`src/common/scp_pkg.sv`:
```
// Shared constants and types for the serial command line parser.
package scp_pkg;

  // Control characters that steer the line editor and command state.
  localparam logic [7:0] CH_PREFIX = 8'h02;
  localparam logic [7:0] CH_SUFFIX = 8'h03;
  localparam logic [7:0] CH_BS     = 8'h08;
  localparam logic [7:0] CH_TAB    = 8'h09;
  localparam logic [7:0] CH_LF     = 8'h0a;
  localparam logic [7:0] CH_CR     = 8'h0d;
  localparam logic [7:0] CH_ESC    = 8'h1b;

  // Printable characters with a syntactic meaning.
  localparam logic [7:0] CH_SPACE  = 8'h20;
  localparam logic [7:0] CH_QUOTE  = 8'h22;
  localparam logic [7:0] CH_DOLLAR = 8'h24;
  localparam logic [7:0] CH_COMMA  = 8'h2c;
  localparam logic [7:0] CH_SEMI   = 8'h3b;
  localparam logic [7:0] CH_BSL    = 8'h5c;
  localparam logic [7:0] CH_DIG0   = 8'h30;
  localparam logic [7:0] CH_DIG9   = 8'h39;
  localparam logic [7:0] CH_UP_A   = 8'h41;
  localparam logic [7:0] CH_UP_F   = 8'h46;
  localparam logic [7:0] CH_UP_Z   = 8'h5a;
  localparam logic [7:0] CH_LO_A   = 8'h61;
  localparam logic [7:0] CH_LO_Z   = 8'h7a;
  localparam logic [7:0] CASE_DIFF = 8'h20;
  localparam logic [7:0] HEX_AOFS  = 8'h37;

  // Escape letters inside strings and the codes they stand for.
  localparam logic [7:0] ESC_A = 8'h61;
  localparam logic [7:0] ESC_B = 8'h62;
  localparam logic [7:0] ESC_F = 8'h66;
  localparam logic [7:0] ESC_N = 8'h6e;
  localparam logic [7:0] ESC_R = 8'h72;
  localparam logic [7:0] ESC_T = 8'h74;
  localparam logic [7:0] ESC_V = 8'h76;
  localparam logic [7:0] CH_BEL = 8'h07;
  localparam logic [7:0] CH_FF  = 8'h0c;
  localparam logic [7:0] CH_VT  = 8'h0b;

  // Line buffer size and numeric bases.
  localparam int         LINE_MAX     = 80;
  localparam logic [6:0] LINE_MAX_CNT = 7'h50;
  localparam logic [15:0] BASE_DEC    = 16'h000a;
  localparam logic [15:0] BASE_HEX    = 16'h0010;

  // Configuration memory layout and the write command name.
  localparam logic [15:0] CFG_PTR_HI   = 16'h0000;
  localparam logic [15:0] CFG_PTR_LO   = 16'h0001;
  localparam logic [15:0] CFG_CMD_NAME = 16'h4545;

  // Main controller states.
  typedef enum logic [10:0] {
    ST_IDLE     = 11'h001,
    ST_PARSE    = 11'h002,
    ST_RD_HI    = 11'h004,
    ST_RD_LO    = 11'h008,
    ST_CAP_HI   = 11'h010,
    ST_CAP_LO   = 11'h020,
    ST_WAIT_LEN = 11'h040,
    ST_CAP_LEN  = 11'h080,
    ST_RD_CHR   = 11'h100,
    ST_WAIT_CHR = 11'h200,
    ST_FEED     = 11'h400
  } scp_state_e;

  // Token being assembled.
  typedef enum logic [3:0] {
    TK_NONE = 4'h1,
    TK_DEC  = 4'h2,
    TK_HEX  = 4'h4,
    TK_NAME = 4'h8
  } scp_tok_e;

  // What the current line turned out to be.
  typedef enum logic [3:0] {
    LK_NONE = 4'h1,
    LK_CMD  = 4'h2,
    LK_CFG  = 4'h4,
    LK_DATA = 4'h8
  } scp_line_e;

  // Element kinds handed to the command executor.
  typedef enum logic [2:0] {
    EK_NAME = 3'h1,
    EK_NUM  = 3'h2,
    EK_CHAR = 3'h4
  } scp_kind_e;

  typedef struct packed {
    logic        first;
    scp_kind_e   kind;
    logic [15:0] data;
  } scp_elem_s;

  typedef struct packed {
    logic        rd;
    logic        wr;
    logic [15:0] addr;
    logic [7:0]  wdata;
  } scp_cfg_s;

endpackage : scp_pkg

```
`src/hdl/scp_line_buf.sv`:
```
// Editable line buffer holding one command line of at most eighty bytes.
`timescale 1ns/1ps
`default_nettype none

module scp_line_buf (
  // Clock and reset.
  input  wire logic       clk_i,
  input  wire logic       rst_i,
  // Edit controls.
  input  wire logic       clr_i,
  input  wire logic       pop_i,
  input  wire logic       push_i,
  input  wire logic [7:0] data_i,
  // Read side.
  input  wire logic [6:0] idx_i,
  output logic      [6:0] cnt_o,
  output logic      [7:0] rd_o
);

  typedef struct packed {
    logic [scp_pkg::LINE_MAX-1:0][7:0] mem;
    logic [6:0]                        cnt;
  } scp_lb_s;

  scp_lb_s r_reg;
  scp_lb_s r_next;

  // Clear wins over delete, delete over append.
  always_comb begin
    r_next = r_reg;
    if (clr_i) begin
      r_next.cnt = '0;
    end else if (pop_i) begin
      if (r_reg.cnt != '0) begin
        r_next.cnt = r_reg.cnt - 7'h01;
      end
    end else if (push_i && r_reg.cnt < scp_pkg::LINE_MAX_CNT) begin
      // A full line drops further bytes rather than wrapping.
      r_next.mem[r_reg.cnt] = data_i;
      r_next.cnt            = r_reg.cnt + 7'h01;
    end
    if (rst_i) begin
      r_next.cnt = '0;
    end
  end

  always_ff @(posedge clk_i) begin
    r_reg <= r_next;
  end

  // Reads past the fill level return zero so no stale byte leaks out.
  assign cnt_o = r_reg.cnt;
  assign rd_o  = (idx_i < r_reg.cnt) ? r_reg.mem[idx_i] : 8'h00;

endmodule : scp_line_buf

`default_nettype wire

```
`src/hdl/scp_parser.sv`:
```
// Serial command line parser: editing, tokenising, config writes, replay.
`timescale 1ns/1ps
`default_nettype none

module scp_parser (
  // Clock and reset.
  input  wire logic              clk_i,
  input  wire logic              rst_i,
  // Character stream from the host.
  input  wire logic              in_valid_i,
  input  wire logic [7:0]        in_char_i,
  output logic                   in_ready_o,
  // Configuration memory port, read data one cycle after the request.
  output logic                   cfg_rd_o,
  output logic                   cfg_wr_o,
  output logic [15:0]            cfg_addr_o,
  output logic [7:0]             cfg_wdata_o,
  input  wire logic [7:0]        cfg_rdata_i,
  // Parsed elements and execute strobe.
  output logic                   cmd_state_o,
  output logic                   elem_valid_o,
  output scp_pkg::scp_elem_s     elem_o,
  output logic                   exec_o
);

  typedef struct packed {
    scp_pkg::scp_state_e st;
    logic                cmd_state;
    logic                replay;
    logic                prev_cr;
    logic [7:0]          rem;
    logic [15:0]         ptr;
    logic [6:0]          idx;
    scp_pkg::scp_tok_e   tok;
    logic [15:0]         acc;
    logic                in_str;
    logic                esc;
    logic                cmt;
    scp_pkg::scp_line_e  lk;
    logic                addr_seen;
    logic [15:0]         wpos;
    logic                wpos_ok;
    logic                ready;
    logic                elem_valid;
    scp_pkg::scp_elem_s  elem;
    logic                exec;
    scp_pkg::scp_cfg_s   cfg;
  } scp_core_s;

  scp_core_s r_reg;
  scp_core_s r_next;

  logic       lb_clr;
  logic       lb_pop;
  logic       lb_push;
  logic [7:0] lb_rd;
  logic [6:0] lb_cnt;
  logic [7:0] ch;

  function automatic logic is_digit(input logic [7:0] c);
    return c >= scp_pkg::CH_DIG0 && c <= scp_pkg::CH_DIG9;
  endfunction : is_digit

  function automatic logic [7:0] to_upper(input logic [7:0] c);
    if (c >= scp_pkg::CH_LO_A && c <= scp_pkg::CH_LO_Z) begin
      return c - scp_pkg::CASE_DIFF;
    end
    return c;
  endfunction : to_upper

  function automatic logic is_hexl(input logic [7:0] c);
    return to_upper(c) >= scp_pkg::CH_UP_A && to_upper(c) <= scp_pkg::CH_UP_F;
  endfunction : is_hexl

  // Folds one decimal or hex digit into the running value.
  function automatic logic [15:0] add_digit(input logic [15:0] acc,
                                            input logic hex,
                                            input logic [7:0] c);
    logic [15:0] nib;
    logic [31:0] prod;
    nib  = {8'h00, is_digit(c) ? c - scp_pkg::CH_DIG0
                               : to_upper(c) - scp_pkg::HEX_AOFS};
    prod = acc * (hex ? scp_pkg::BASE_HEX : scp_pkg::BASE_DEC);
    return prod[15:0] + nib;
  endfunction : add_digit

  // Maps the letter after a backslash to its code; others pass through.
  function automatic logic [7:0] esc_map(input logic [7:0] c);
    case (c)
      scp_pkg::ESC_A: return scp_pkg::CH_BEL;
      scp_pkg::ESC_B: return scp_pkg::CH_BS;
      scp_pkg::ESC_F: return scp_pkg::CH_FF;
      scp_pkg::ESC_N: return scp_pkg::CH_LF;
      scp_pkg::ESC_R: return scp_pkg::CH_CR;
      scp_pkg::ESC_T: return scp_pkg::CH_TAB;
      scp_pkg::ESC_V: return scp_pkg::CH_VT;
      default:        return c;
    endcase
  endfunction : esc_map

  scp_line_buf u_line_buf (
    .clk_i  (clk_i),
    .rst_i  (rst_i),
    .clr_i  (lb_clr),
    .pop_i  (lb_pop),
    .push_i (lb_push),
    .data_i (ch),
    .idx_i  (r_reg.idx),
    .cnt_o  (lb_cnt),
    .rd_o   (lb_rd)
  );

  // Replay bytes and host bytes share one editing path.
  assign ch = (r_reg.st == scp_pkg::ST_FEED) ? cfg_rdata_i : in_char_i;

  // Next-state logic for the whole controller.
  always_comb begin
    logic               take;
    logic               e_vld;
    logic               first;
    logic               done;
    scp_pkg::scp_kind_e e_kind;
    logic [15:0]        e_data;
    scp_pkg::scp_line_e lk_cur;
    take   = 1'b0;
    e_vld  = 1'b0;
    first  = 1'b0;
    done   = 1'b0;
    e_kind = scp_pkg::EK_NUM;
    e_data = '0;
    lk_cur = r_reg.lk;
    r_next = r_reg;
    lb_clr  = 1'b0;
    lb_pop  = 1'b0;
    lb_push = 1'b0;
    r_next.elem_valid = 1'b0;
    r_next.exec       = 1'b0;
    r_next.cfg.rd     = 1'b0;
    r_next.cfg.wr     = 1'b0;
    case (r_reg.st)
      scp_pkg::ST_IDLE: begin
        take = in_valid_i & r_reg.ready;
      end
      // Fetch the start-up pointer, high byte first.
      scp_pkg::ST_RD_HI: begin
        r_next.cfg.rd   = 1'b1;
        r_next.cfg.addr = scp_pkg::CFG_PTR_HI;
        r_next.st       = scp_pkg::ST_RD_LO;
      end
      scp_pkg::ST_RD_LO: begin
        r_next.cfg.rd   = 1'b1;
        r_next.cfg.addr = scp_pkg::CFG_PTR_LO;
        r_next.st       = scp_pkg::ST_CAP_HI;
      end
      scp_pkg::ST_CAP_HI: begin
        r_next.ptr[15:8] = cfg_rdata_i;
        r_next.st        = scp_pkg::ST_CAP_LO;
      end
      scp_pkg::ST_CAP_LO: begin
        r_next.cfg.rd   = 1'b1;
        r_next.cfg.addr = {r_reg.ptr[15:8], cfg_rdata_i};
        r_next.ptr      = {r_reg.ptr[15:8], cfg_rdata_i} + 16'h0001;
        r_next.st       = scp_pkg::ST_WAIT_LEN;
      end
      scp_pkg::ST_WAIT_LEN: begin
        r_next.st = scp_pkg::ST_CAP_LEN;
      end
      // The length byte counts every replayed byte.
      scp_pkg::ST_CAP_LEN: begin
        r_next.rem = cfg_rdata_i;
        if (cfg_rdata_i == 8'h00) begin
          r_next.replay = 1'b0;
          r_next.st     = scp_pkg::ST_IDLE;
        end else begin
          r_next.cmd_state = 1'b1;
          r_next.st        = scp_pkg::ST_RD_CHR;
        end
      end
      scp_pkg::ST_RD_CHR: begin
        r_next.cfg.rd   = 1'b1;
        r_next.cfg.addr = r_reg.ptr;
        r_next.ptr      = r_reg.ptr + 16'h0001;
        r_next.rem      = r_reg.rem - 8'h01;
        r_next.st       = scp_pkg::ST_WAIT_CHR;
      end
      scp_pkg::ST_WAIT_CHR: begin
        r_next.st = scp_pkg::ST_FEED;
      end
      scp_pkg::ST_FEED: begin
        take = 1'b1;
        if (r_reg.rem != 8'h00) begin
          r_next.st = scp_pkg::ST_RD_CHR;
        end else begin
          r_next.st = scp_pkg::ST_IDLE;
        end
      end
      scp_pkg::ST_PARSE: begin
        if (r_reg.idx == lb_cnt) begin
          // End of line acts as a final delimiter.
          if (r_reg.tok != scp_pkg::TK_NONE) begin
            e_vld = 1'b1;
          end else begin
            done = 1'b1;
          end
          r_next.tok = scp_pkg::TK_NONE;
        end else begin
          r_next.idx = r_reg.idx + 7'h01;
          if (r_reg.cmt) begin
            r_next.cmt = 1'b1;
          end else if (r_reg.in_str) begin
            if (r_reg.esc) begin
              e_vld      = 1'b1;
              e_kind     = scp_pkg::EK_CHAR;
              e_data     = {8'h00, esc_map(lb_rd)};
              r_next.esc = 1'b0;
            end else if (lb_rd == scp_pkg::CH_BSL) begin
              r_next.esc = 1'b1;
            end else if (lb_rd == scp_pkg::CH_QUOTE) begin
              r_next.in_str = 1'b0;
            end else begin
              e_vld  = 1'b1;
              e_kind = scp_pkg::EK_CHAR;
              e_data = {8'h00, lb_rd};
            end
          end else if (lb_rd == scp_pkg::CH_SPACE
                       || lb_rd == scp_pkg::CH_TAB
                       || lb_rd == scp_pkg::CH_COMMA
                       || lb_rd == scp_pkg::CH_SEMI
                       || lb_rd == scp_pkg::CH_QUOTE
                       || lb_rd == scp_pkg::CH_DOLLAR) begin
            // Close any pending element at a separator.
            e_vld         = r_reg.tok != scp_pkg::TK_NONE;
            r_next.tok    = (lb_rd == scp_pkg::CH_DOLLAR) ? scp_pkg::TK_HEX
                                                          : scp_pkg::TK_NONE;
            r_next.acc    = '0;
            r_next.cmt    = lb_rd == scp_pkg::CH_SEMI;
            r_next.in_str = lb_rd == scp_pkg::CH_QUOTE;
          end else if (r_reg.tok == scp_pkg::TK_NAME) begin
            r_next.acc = {r_reg.acc[7:0], to_upper(lb_rd)};
          end else if (is_digit(lb_rd)
                       || (r_reg.tok == scp_pkg::TK_HEX && is_hexl(lb_rd))) begin
            r_next.acc = add_digit(r_reg.acc, r_reg.tok == scp_pkg::TK_HEX,
                                   lb_rd);
            if (r_reg.tok == scp_pkg::TK_NONE) begin
              r_next.tok = scp_pkg::TK_DEC;
            end
          end else begin
            r_next.tok = scp_pkg::TK_NAME;
            r_next.acc = {8'h00, to_upper(lb_rd)};
          end
        end
        if (e_vld && e_kind != scp_pkg::EK_CHAR) begin
          e_kind = (r_reg.tok == scp_pkg::TK_NAME) ? scp_pkg::EK_NAME
                                                   : scp_pkg::EK_NUM;
          e_data = r_reg.acc;
        end
      end
      default: begin
        r_next.st = scp_pkg::ST_IDLE;
      end
    endcase

    // Route an element by the kind of line its first element set.
    if (e_vld) begin
      first = r_reg.lk == scp_pkg::LK_NONE;
      if (first) begin
        if (e_kind == scp_pkg::EK_NAME && e_data == scp_pkg::CFG_CMD_NAME) begin
          lk_cur = scp_pkg::LK_CFG;
        end else if (e_kind != scp_pkg::EK_NAME && r_reg.wpos_ok) begin
          lk_cur = scp_pkg::LK_DATA;
        end else begin
          lk_cur = scp_pkg::LK_CMD;
        end
      end
      r_next.lk = lk_cur;
      if (lk_cur == scp_pkg::LK_CMD) begin
        r_next.elem_valid = 1'b1;
        r_next.elem       = '{first: first, kind: e_kind, data: e_data};
      end else if (!first && lk_cur == scp_pkg::LK_CFG && !r_reg.addr_seen) begin
        r_next.wpos      = e_data;
        r_next.wpos_ok   = 1'b1;
        r_next.addr_seen = 1'b1;
      end else if (!first || lk_cur == scp_pkg::LK_DATA) begin
        r_next.cfg.wr    = 1'b1;
        r_next.cfg.addr  = r_reg.wpos;
        r_next.cfg.wdata = e_data[7:0];
        r_next.wpos      = r_reg.wpos + 16'h0001;
      end
    end

    // Line finished: execute commands, then resume replay or idle.
    if (done) begin
      r_next.exec = r_reg.lk == scp_pkg::LK_CMD;
      lb_clr      = 1'b1;
      if (r_reg.replay && r_reg.rem != 8'h00) begin
        r_next.st = scp_pkg::ST_RD_CHR;
      end else if (r_reg.replay) begin
        r_next.replay    = 1'b0;
        r_next.cmd_state = 1'b0;
        r_next.st        = scp_pkg::ST_IDLE;
      end else begin
        r_next.st = scp_pkg::ST_IDLE;
      end
    end

    // Line editor for every accepted byte.
    if (take) begin
      r_next.prev_cr = ch == scp_pkg::CH_CR;
      if (ch == scp_pkg::CH_PREFIX) begin
        r_next.cmd_state = 1'b1;
        lb_clr           = 1'b1;
      end else if (ch == scp_pkg::CH_SUFFIX) begin
        r_next.cmd_state = 1'b0;
        r_next.wpos_ok   = 1'b0;
        lb_clr           = 1'b1;
      end else if (!r_reg.cmd_state) begin
        r_next.prev_cr = 1'b0;
      end else if (ch == scp_pkg::CH_CR
                   || (ch == scp_pkg::CH_LF && !r_reg.prev_cr)) begin
        // A LF right after CR is swallowed as part of one terminator.
        r_next.st        = scp_pkg::ST_PARSE;
        r_next.idx       = '0;
        r_next.tok       = scp_pkg::TK_NONE;
        r_next.acc       = '0;
        r_next.in_str    = 1'b0;
        r_next.esc       = 1'b0;
        r_next.cmt       = 1'b0;
        r_next.lk        = scp_pkg::LK_NONE;
        r_next.addr_seen = 1'b0;
      end else if (ch == scp_pkg::CH_ESC) begin
        lb_clr = 1'b1;
      end else if (ch == scp_pkg::CH_BS) begin
        lb_pop = 1'b1;
      end else if (ch != scp_pkg::CH_LF) begin
        lb_push = 1'b1;
      end
    end

    // A last replay byte that opens no parse ends the replay here; a final
    // terminator must keep command state until its own parse is done.
    if (r_reg.st == scp_pkg::ST_FEED && r_reg.rem == 8'h00
        && r_next.st == scp_pkg::ST_IDLE) begin
      r_next.replay    = 1'b0;
      r_next.cmd_state = 1'b0;
    end

    r_next.ready = r_next.st == scp_pkg::ST_IDLE;
    // Reset starts the start-up replay straight away.
    if (rst_i) begin
      r_next        = '0;
      r_next.st     = scp_pkg::ST_RD_HI;
      r_next.tok    = scp_pkg::TK_NONE;
      r_next.lk     = scp_pkg::LK_NONE;
      r_next.elem   = '{first: 1'b0, kind: scp_pkg::EK_NUM, data: 16'h0000};
      r_next.replay = 1'b1;
      lb_clr        = 1'b1;
      lb_pop        = 1'b0;
      lb_push       = 1'b0;
    end
  end

  always_ff @(posedge clk_i) begin
    r_reg <= r_next;
  end

  // All outputs come straight from the state register.
  assign in_ready_o   = r_reg.ready;
  assign cfg_rd_o     = r_reg.cfg.rd;
  assign cfg_wr_o     = r_reg.cfg.wr;
  assign cfg_addr_o   = r_reg.cfg.addr;
  assign cfg_wdata_o  = r_reg.cfg.wdata;
  assign cmd_state_o  = r_reg.cmd_state;
  assign elem_valid_o = r_reg.elem_valid;
  assign elem_o       = r_reg.elem;
  assign exec_o       = r_reg.exec;

endmodule : scp_parser

`default_nettype wire

```
`config.mk`:
```
export PLATFORM = sky130hd
export DESIGN_NAME = scp_parser
export DESIGN_NICKNAME = d
export VERILOG_FILES = /design/src/common/scp_pkg.sv /design/src/hdl/scp_line_buf.sv /design/src/hdl/scp_parser.sv
export SDC_FILE = /design/constraint.sdc
export NUM_CORES = 1
export LEC_CHECK = 0
export BUFFER_PORTS_ARGS = -buffer_cell sky130_fd_sc_hd__buf_2
export CAP_MARGIN = 20
export CORE_MARGIN = 5
export CORE_UTILIZATION = 31
export CTS_BUF_LIST = sky130_fd_sc_hd__clkbuf_4 sky130_fd_sc_hd__clkbuf_8
export CTS_CLUSTER_SIZE = 24
export DETAILED_ROUTE_END_ITERATION = 6
export PLACE_DENSITY_LB_ADDON = 0.08
export SETUP_SLACK_MARGIN = 0.5
export SLEW_MARGIN = 20
export SYNTH_ARGS = -nofsm -noshare
export SYNTH_HDL_FRONTEND = slang
export SYNTH_SLANG_ARGS = --single-unit
export TNS_END_PERCENT = 50
```
`constraint.sdc`:
```
create_clock -name clk_i -period 11.4 [get_ports clk_i]
set_input_delay 0.57 -clock clk_i [delete_from_list [all_inputs] [get_ports clk_i]]
set_output_delay 0.57 -clock clk_i [all_outputs]
set_load 0.01 [all_outputs]
```
==> metrics <==
post-route minimum period=9.24 ns; met3 routing resource usage after global routing=2.92%; number of design-rule violations left by the first detailed-router iteration=1532; setup fix buffers added after clock tree synthesis=0; met2 usage=27.7%; H-tree levels=4; Cell variety after synth=88; tightest hold margin=0.157 ns; number of pins with negative max-slew slack in the final report=0; mean area per synthesized cell=14.2 um^2; run status=complete, no violations; TritonCTS clock tree=yes; Least-Margin Pin Slew=1.10 ns; mean routed wirelength per cell=24.2 um; Syn Std Cell Area=35400 um^2; # resized after CTS=0; most frequent cells after synthesis=sky130_fd_sc_hd__edfxtp_1, sky130_fd_sc_hd__nor2_1, sky130_fd_sc_hd__mux4_2, sky130_fd_sc_hd__dfxtp_1, sky130_fd_sc_hd__nand2_1; Yosys top cell by area=sky130_fd_sc_hd__edfxtp_1; RSZ-0062 raised after global routing=no; launching element type of the critical path=register; M1 GR Usage=22.3%; Layout Utilization=35.0%; number of global-route vias before repair=22500; drc violations=0; final WL=102 mm; maximum cell stage delay along the critical path=0.68 ns; relative max-transition margin=26.9%; number of top-level pins=69; master of the slowest instance on the critical path=sky130_fd_sc_hd__dfxtp_4; floorplan row count=124; area growth from synthesis to layout=12.7%; Max Clock Skew=0.0335 ns; Synth area leaders=sky130_fd_sc_hd__edfxtp_1, sky130_fd_sc_hd__mux4_2, sky130_fd_sc_hd__dfxtp_1; total number of vias=21800; Vias/cell=5.17; Congestion Overflow GR=0; cell occurring most often along the worst timing path=sky130_fd_sc_hd__o21ai_0; final setup violation count=0; Max rail drop VDD=0.0801 mV; fin cells=4213; fraction of synthesized cell area taken by the top area cell type=54.3%; post-cts hold buffer count=0; sequential fraction of the synthesis area=62.6%; flip-flop count of the largest register after layout=640; asr flop ratio synth=0%; Yosys warning count=0; worst-case clock buffer depth=3; timing-limited maximum frequency=108 MHz; flip-flop cell with the highest count after synthesis=sky130_fd_sc_hd__edfxtp_1; # port buffers=68; placed cells=3951; arrival time reported for the critical path endpoint=9.89 ns; post-synthesis sequential element count=786; critical path capture point type=register; initial antenna violation count=2; area of all placed cells without fillers=39900 um^2; Synth Instances=2488; EDFF count, synth=640; Core Footprint=114000 um^2; overall power consumption=5.79 mW; nets=2681; critical path peak fanout=64; Detail Placement HPWL=66.1 mm; maximum capacitance violations=0; die area=121000 um^2; CTS Buf Count=144; Static Leakage=12.9 nW; cell at the root of the clock tree=sky130_fd_sc_hd__clkbuf_8; global-route wire length before repair=152 mm; overall global routing resource usage=16.7%; worst endpoint required time=12.04 ns; fraction of final layout cells sized beyond drive strength 1=20.3%; number of clock sinks=786; Worst Path Class, Setup=reg2reg; router iterations before antenna repair=6; dpl ws=2.17 ns; ratio of final minimum period to clock period=81.1%; Most Used Layer, Global Route=met2; setup slack of the critical path after layout=2.16 ns; Clock transition at path regs=0.06 ns; fill cell instance count of the final layout=11100; pin count of the biggest net entering global routing=86; DIE WIDTH=348 um; post-route antenna net violation count=0; Pwr per Cell Area=145 nW/um^2; most repeated cell in the gate-level netlist after synthesis=sky130_fd_sc_hd__edfxtp_1; starting utilization of the core area=31.1%; height of the chip=348 um; worst min-delay path class=in2reg; clock latency of the later-clocked register in the worst-skew pair=0.81 ns; final number of hold-violating endpoints=0; cell area after placement=37100 um^2; routability congestion estimate=0.843; Setup Total Neg Slack=0 ns
==> final cells by class <==
| class | count | area, um^2 | area share [%] |
|---|---|---|---|
| diodes | 2 | 5.00 | 0.0126 |
| clock buffers | 187 | 2320 | 5.81 |
| clock inverters | 72 | 432 | 1.08 |
| inverters | 85 | 319 | 0.800 |
| multi-input cells | 1463 | 12100 | 30.3 |
| flip-flops and latches | 786 | 22100 | 55.5 |
| well taps | 1512 | 1890 | 4.74 |
| repair buffers | 106 | 682 | 1.71 |
==> worst max-delay path: cells and delay by family (launching register included) <==
kind,cells,cell delay (ns)
AO/OA/AOI/OAI,15,3.02
XOR/XNOR,3,0.52
adder cells (fa/ha/maj),5,2.01
buffers and inverters,4,0.76
flip-flops,1,0.68
multiplexers,3,1.51
AND/OR/NAND/NOR,3,0.41
==> metal layers <==
| layer | routed length, um | vias to the layer above | part of all wire (%) |
|---|---|---|---|
| li1 | - | 9819 | - |
| met5 | 0 | - | 0 |
| met1 | 45400 | 11200 | 44 |
| met3 | 4460 | 189 | 4.4 |
| met2 | 49500 | 565 | 48 |
| met4 | 2750 | 0 | 2.7 |
==> layout by cell type, fill, tap and decap left out, types with 22 or more instances in the layout <==
master	instances
sky130_fd_sc_hd__a22oi_1	41
sky130_fd_sc_hd__buf_2	67
sky130_fd_sc_hd__mux4_2	153
sky130_fd_sc_hd__nand4_1	25
sky130_fd_sc_hd__a21oi_1	95
sky130_fd_sc_hd__inv_1	80
sky130_fd_sc_hd__o21ai_0	54
sky130_fd_sc_hd__mux2i_1	90
sky130_fd_sc_hd__clkbuf_8	146
sky130_fd_sc_hd__nand2_1	123
sky130_fd_sc_hd__nor2_1	272
sky130_fd_sc_hd__buf_4	34
sky130_fd_sc_hd__edfxtp_1	640
sky130_fd_sc_hd__clkinv_1	40
sky130_fd_sc_hd__clkbuf_4	41
sky130_fd_sc_hd__a211oi_1	26
sky130_fd_sc_hd__ha_1	59
sky130_fd_sc_hd__xnor2_1	30
sky130_fd_sc_hd__dfxtp_1	144
sky130_fd_sc_hd__and3_1	22
sky130_fd_sc_hd__nor3_1	32
sky130_fd_sc_hd__nand3_1	72
==> worst paths after layout <==
| path | from | to | slack, ns | cells past startpoint |
|---|---|---|---|---|
| min | cfg_rdata_i[0] | r_reg[109]$_SDFFE_PP0P_ | 0.16 | 3 |
| min reg2reg | r_reg[123]$_SDFFE_PP0P_ | r_reg[123]$_SDFFE_PP0P_ | 0.47 | 2 |
| max reg2reg | r_reg[94]$_SDFF_PP0_ | r_reg[89]$_SDFF_PP0_ | 2.16 | 33 |
| max | r_reg[94]$_SDFF_PP0_ | r_reg[89]$_SDFF_PP0_ | 2.16 | 33 |
==> kinds of logic (layout without fill, tap and decap cells) <==
family          after synthesis  count (layout)  share of synthesized area [%]
compound gates              393             393                           7.82
xor+xnor                     42              42                           1.04
fa+ha+maj                    76              76                           3.05
buf+inv                     247             450                           3.49
flops                       786             786                           62.6
mux                         259             259                           12.8
other cells                   2              12                         0.0212
simple gates                683             683                           9.21
==> where the power goes <==
group	total (mW)	switching, mW	internal (mW)
Sequential	3.10	0.00211	3.10
Clock	2.59	1.24	1.35
Combinational	0.0989	0.0788	0.0201
Note: power is estimated with default switching activity, not from simulation.
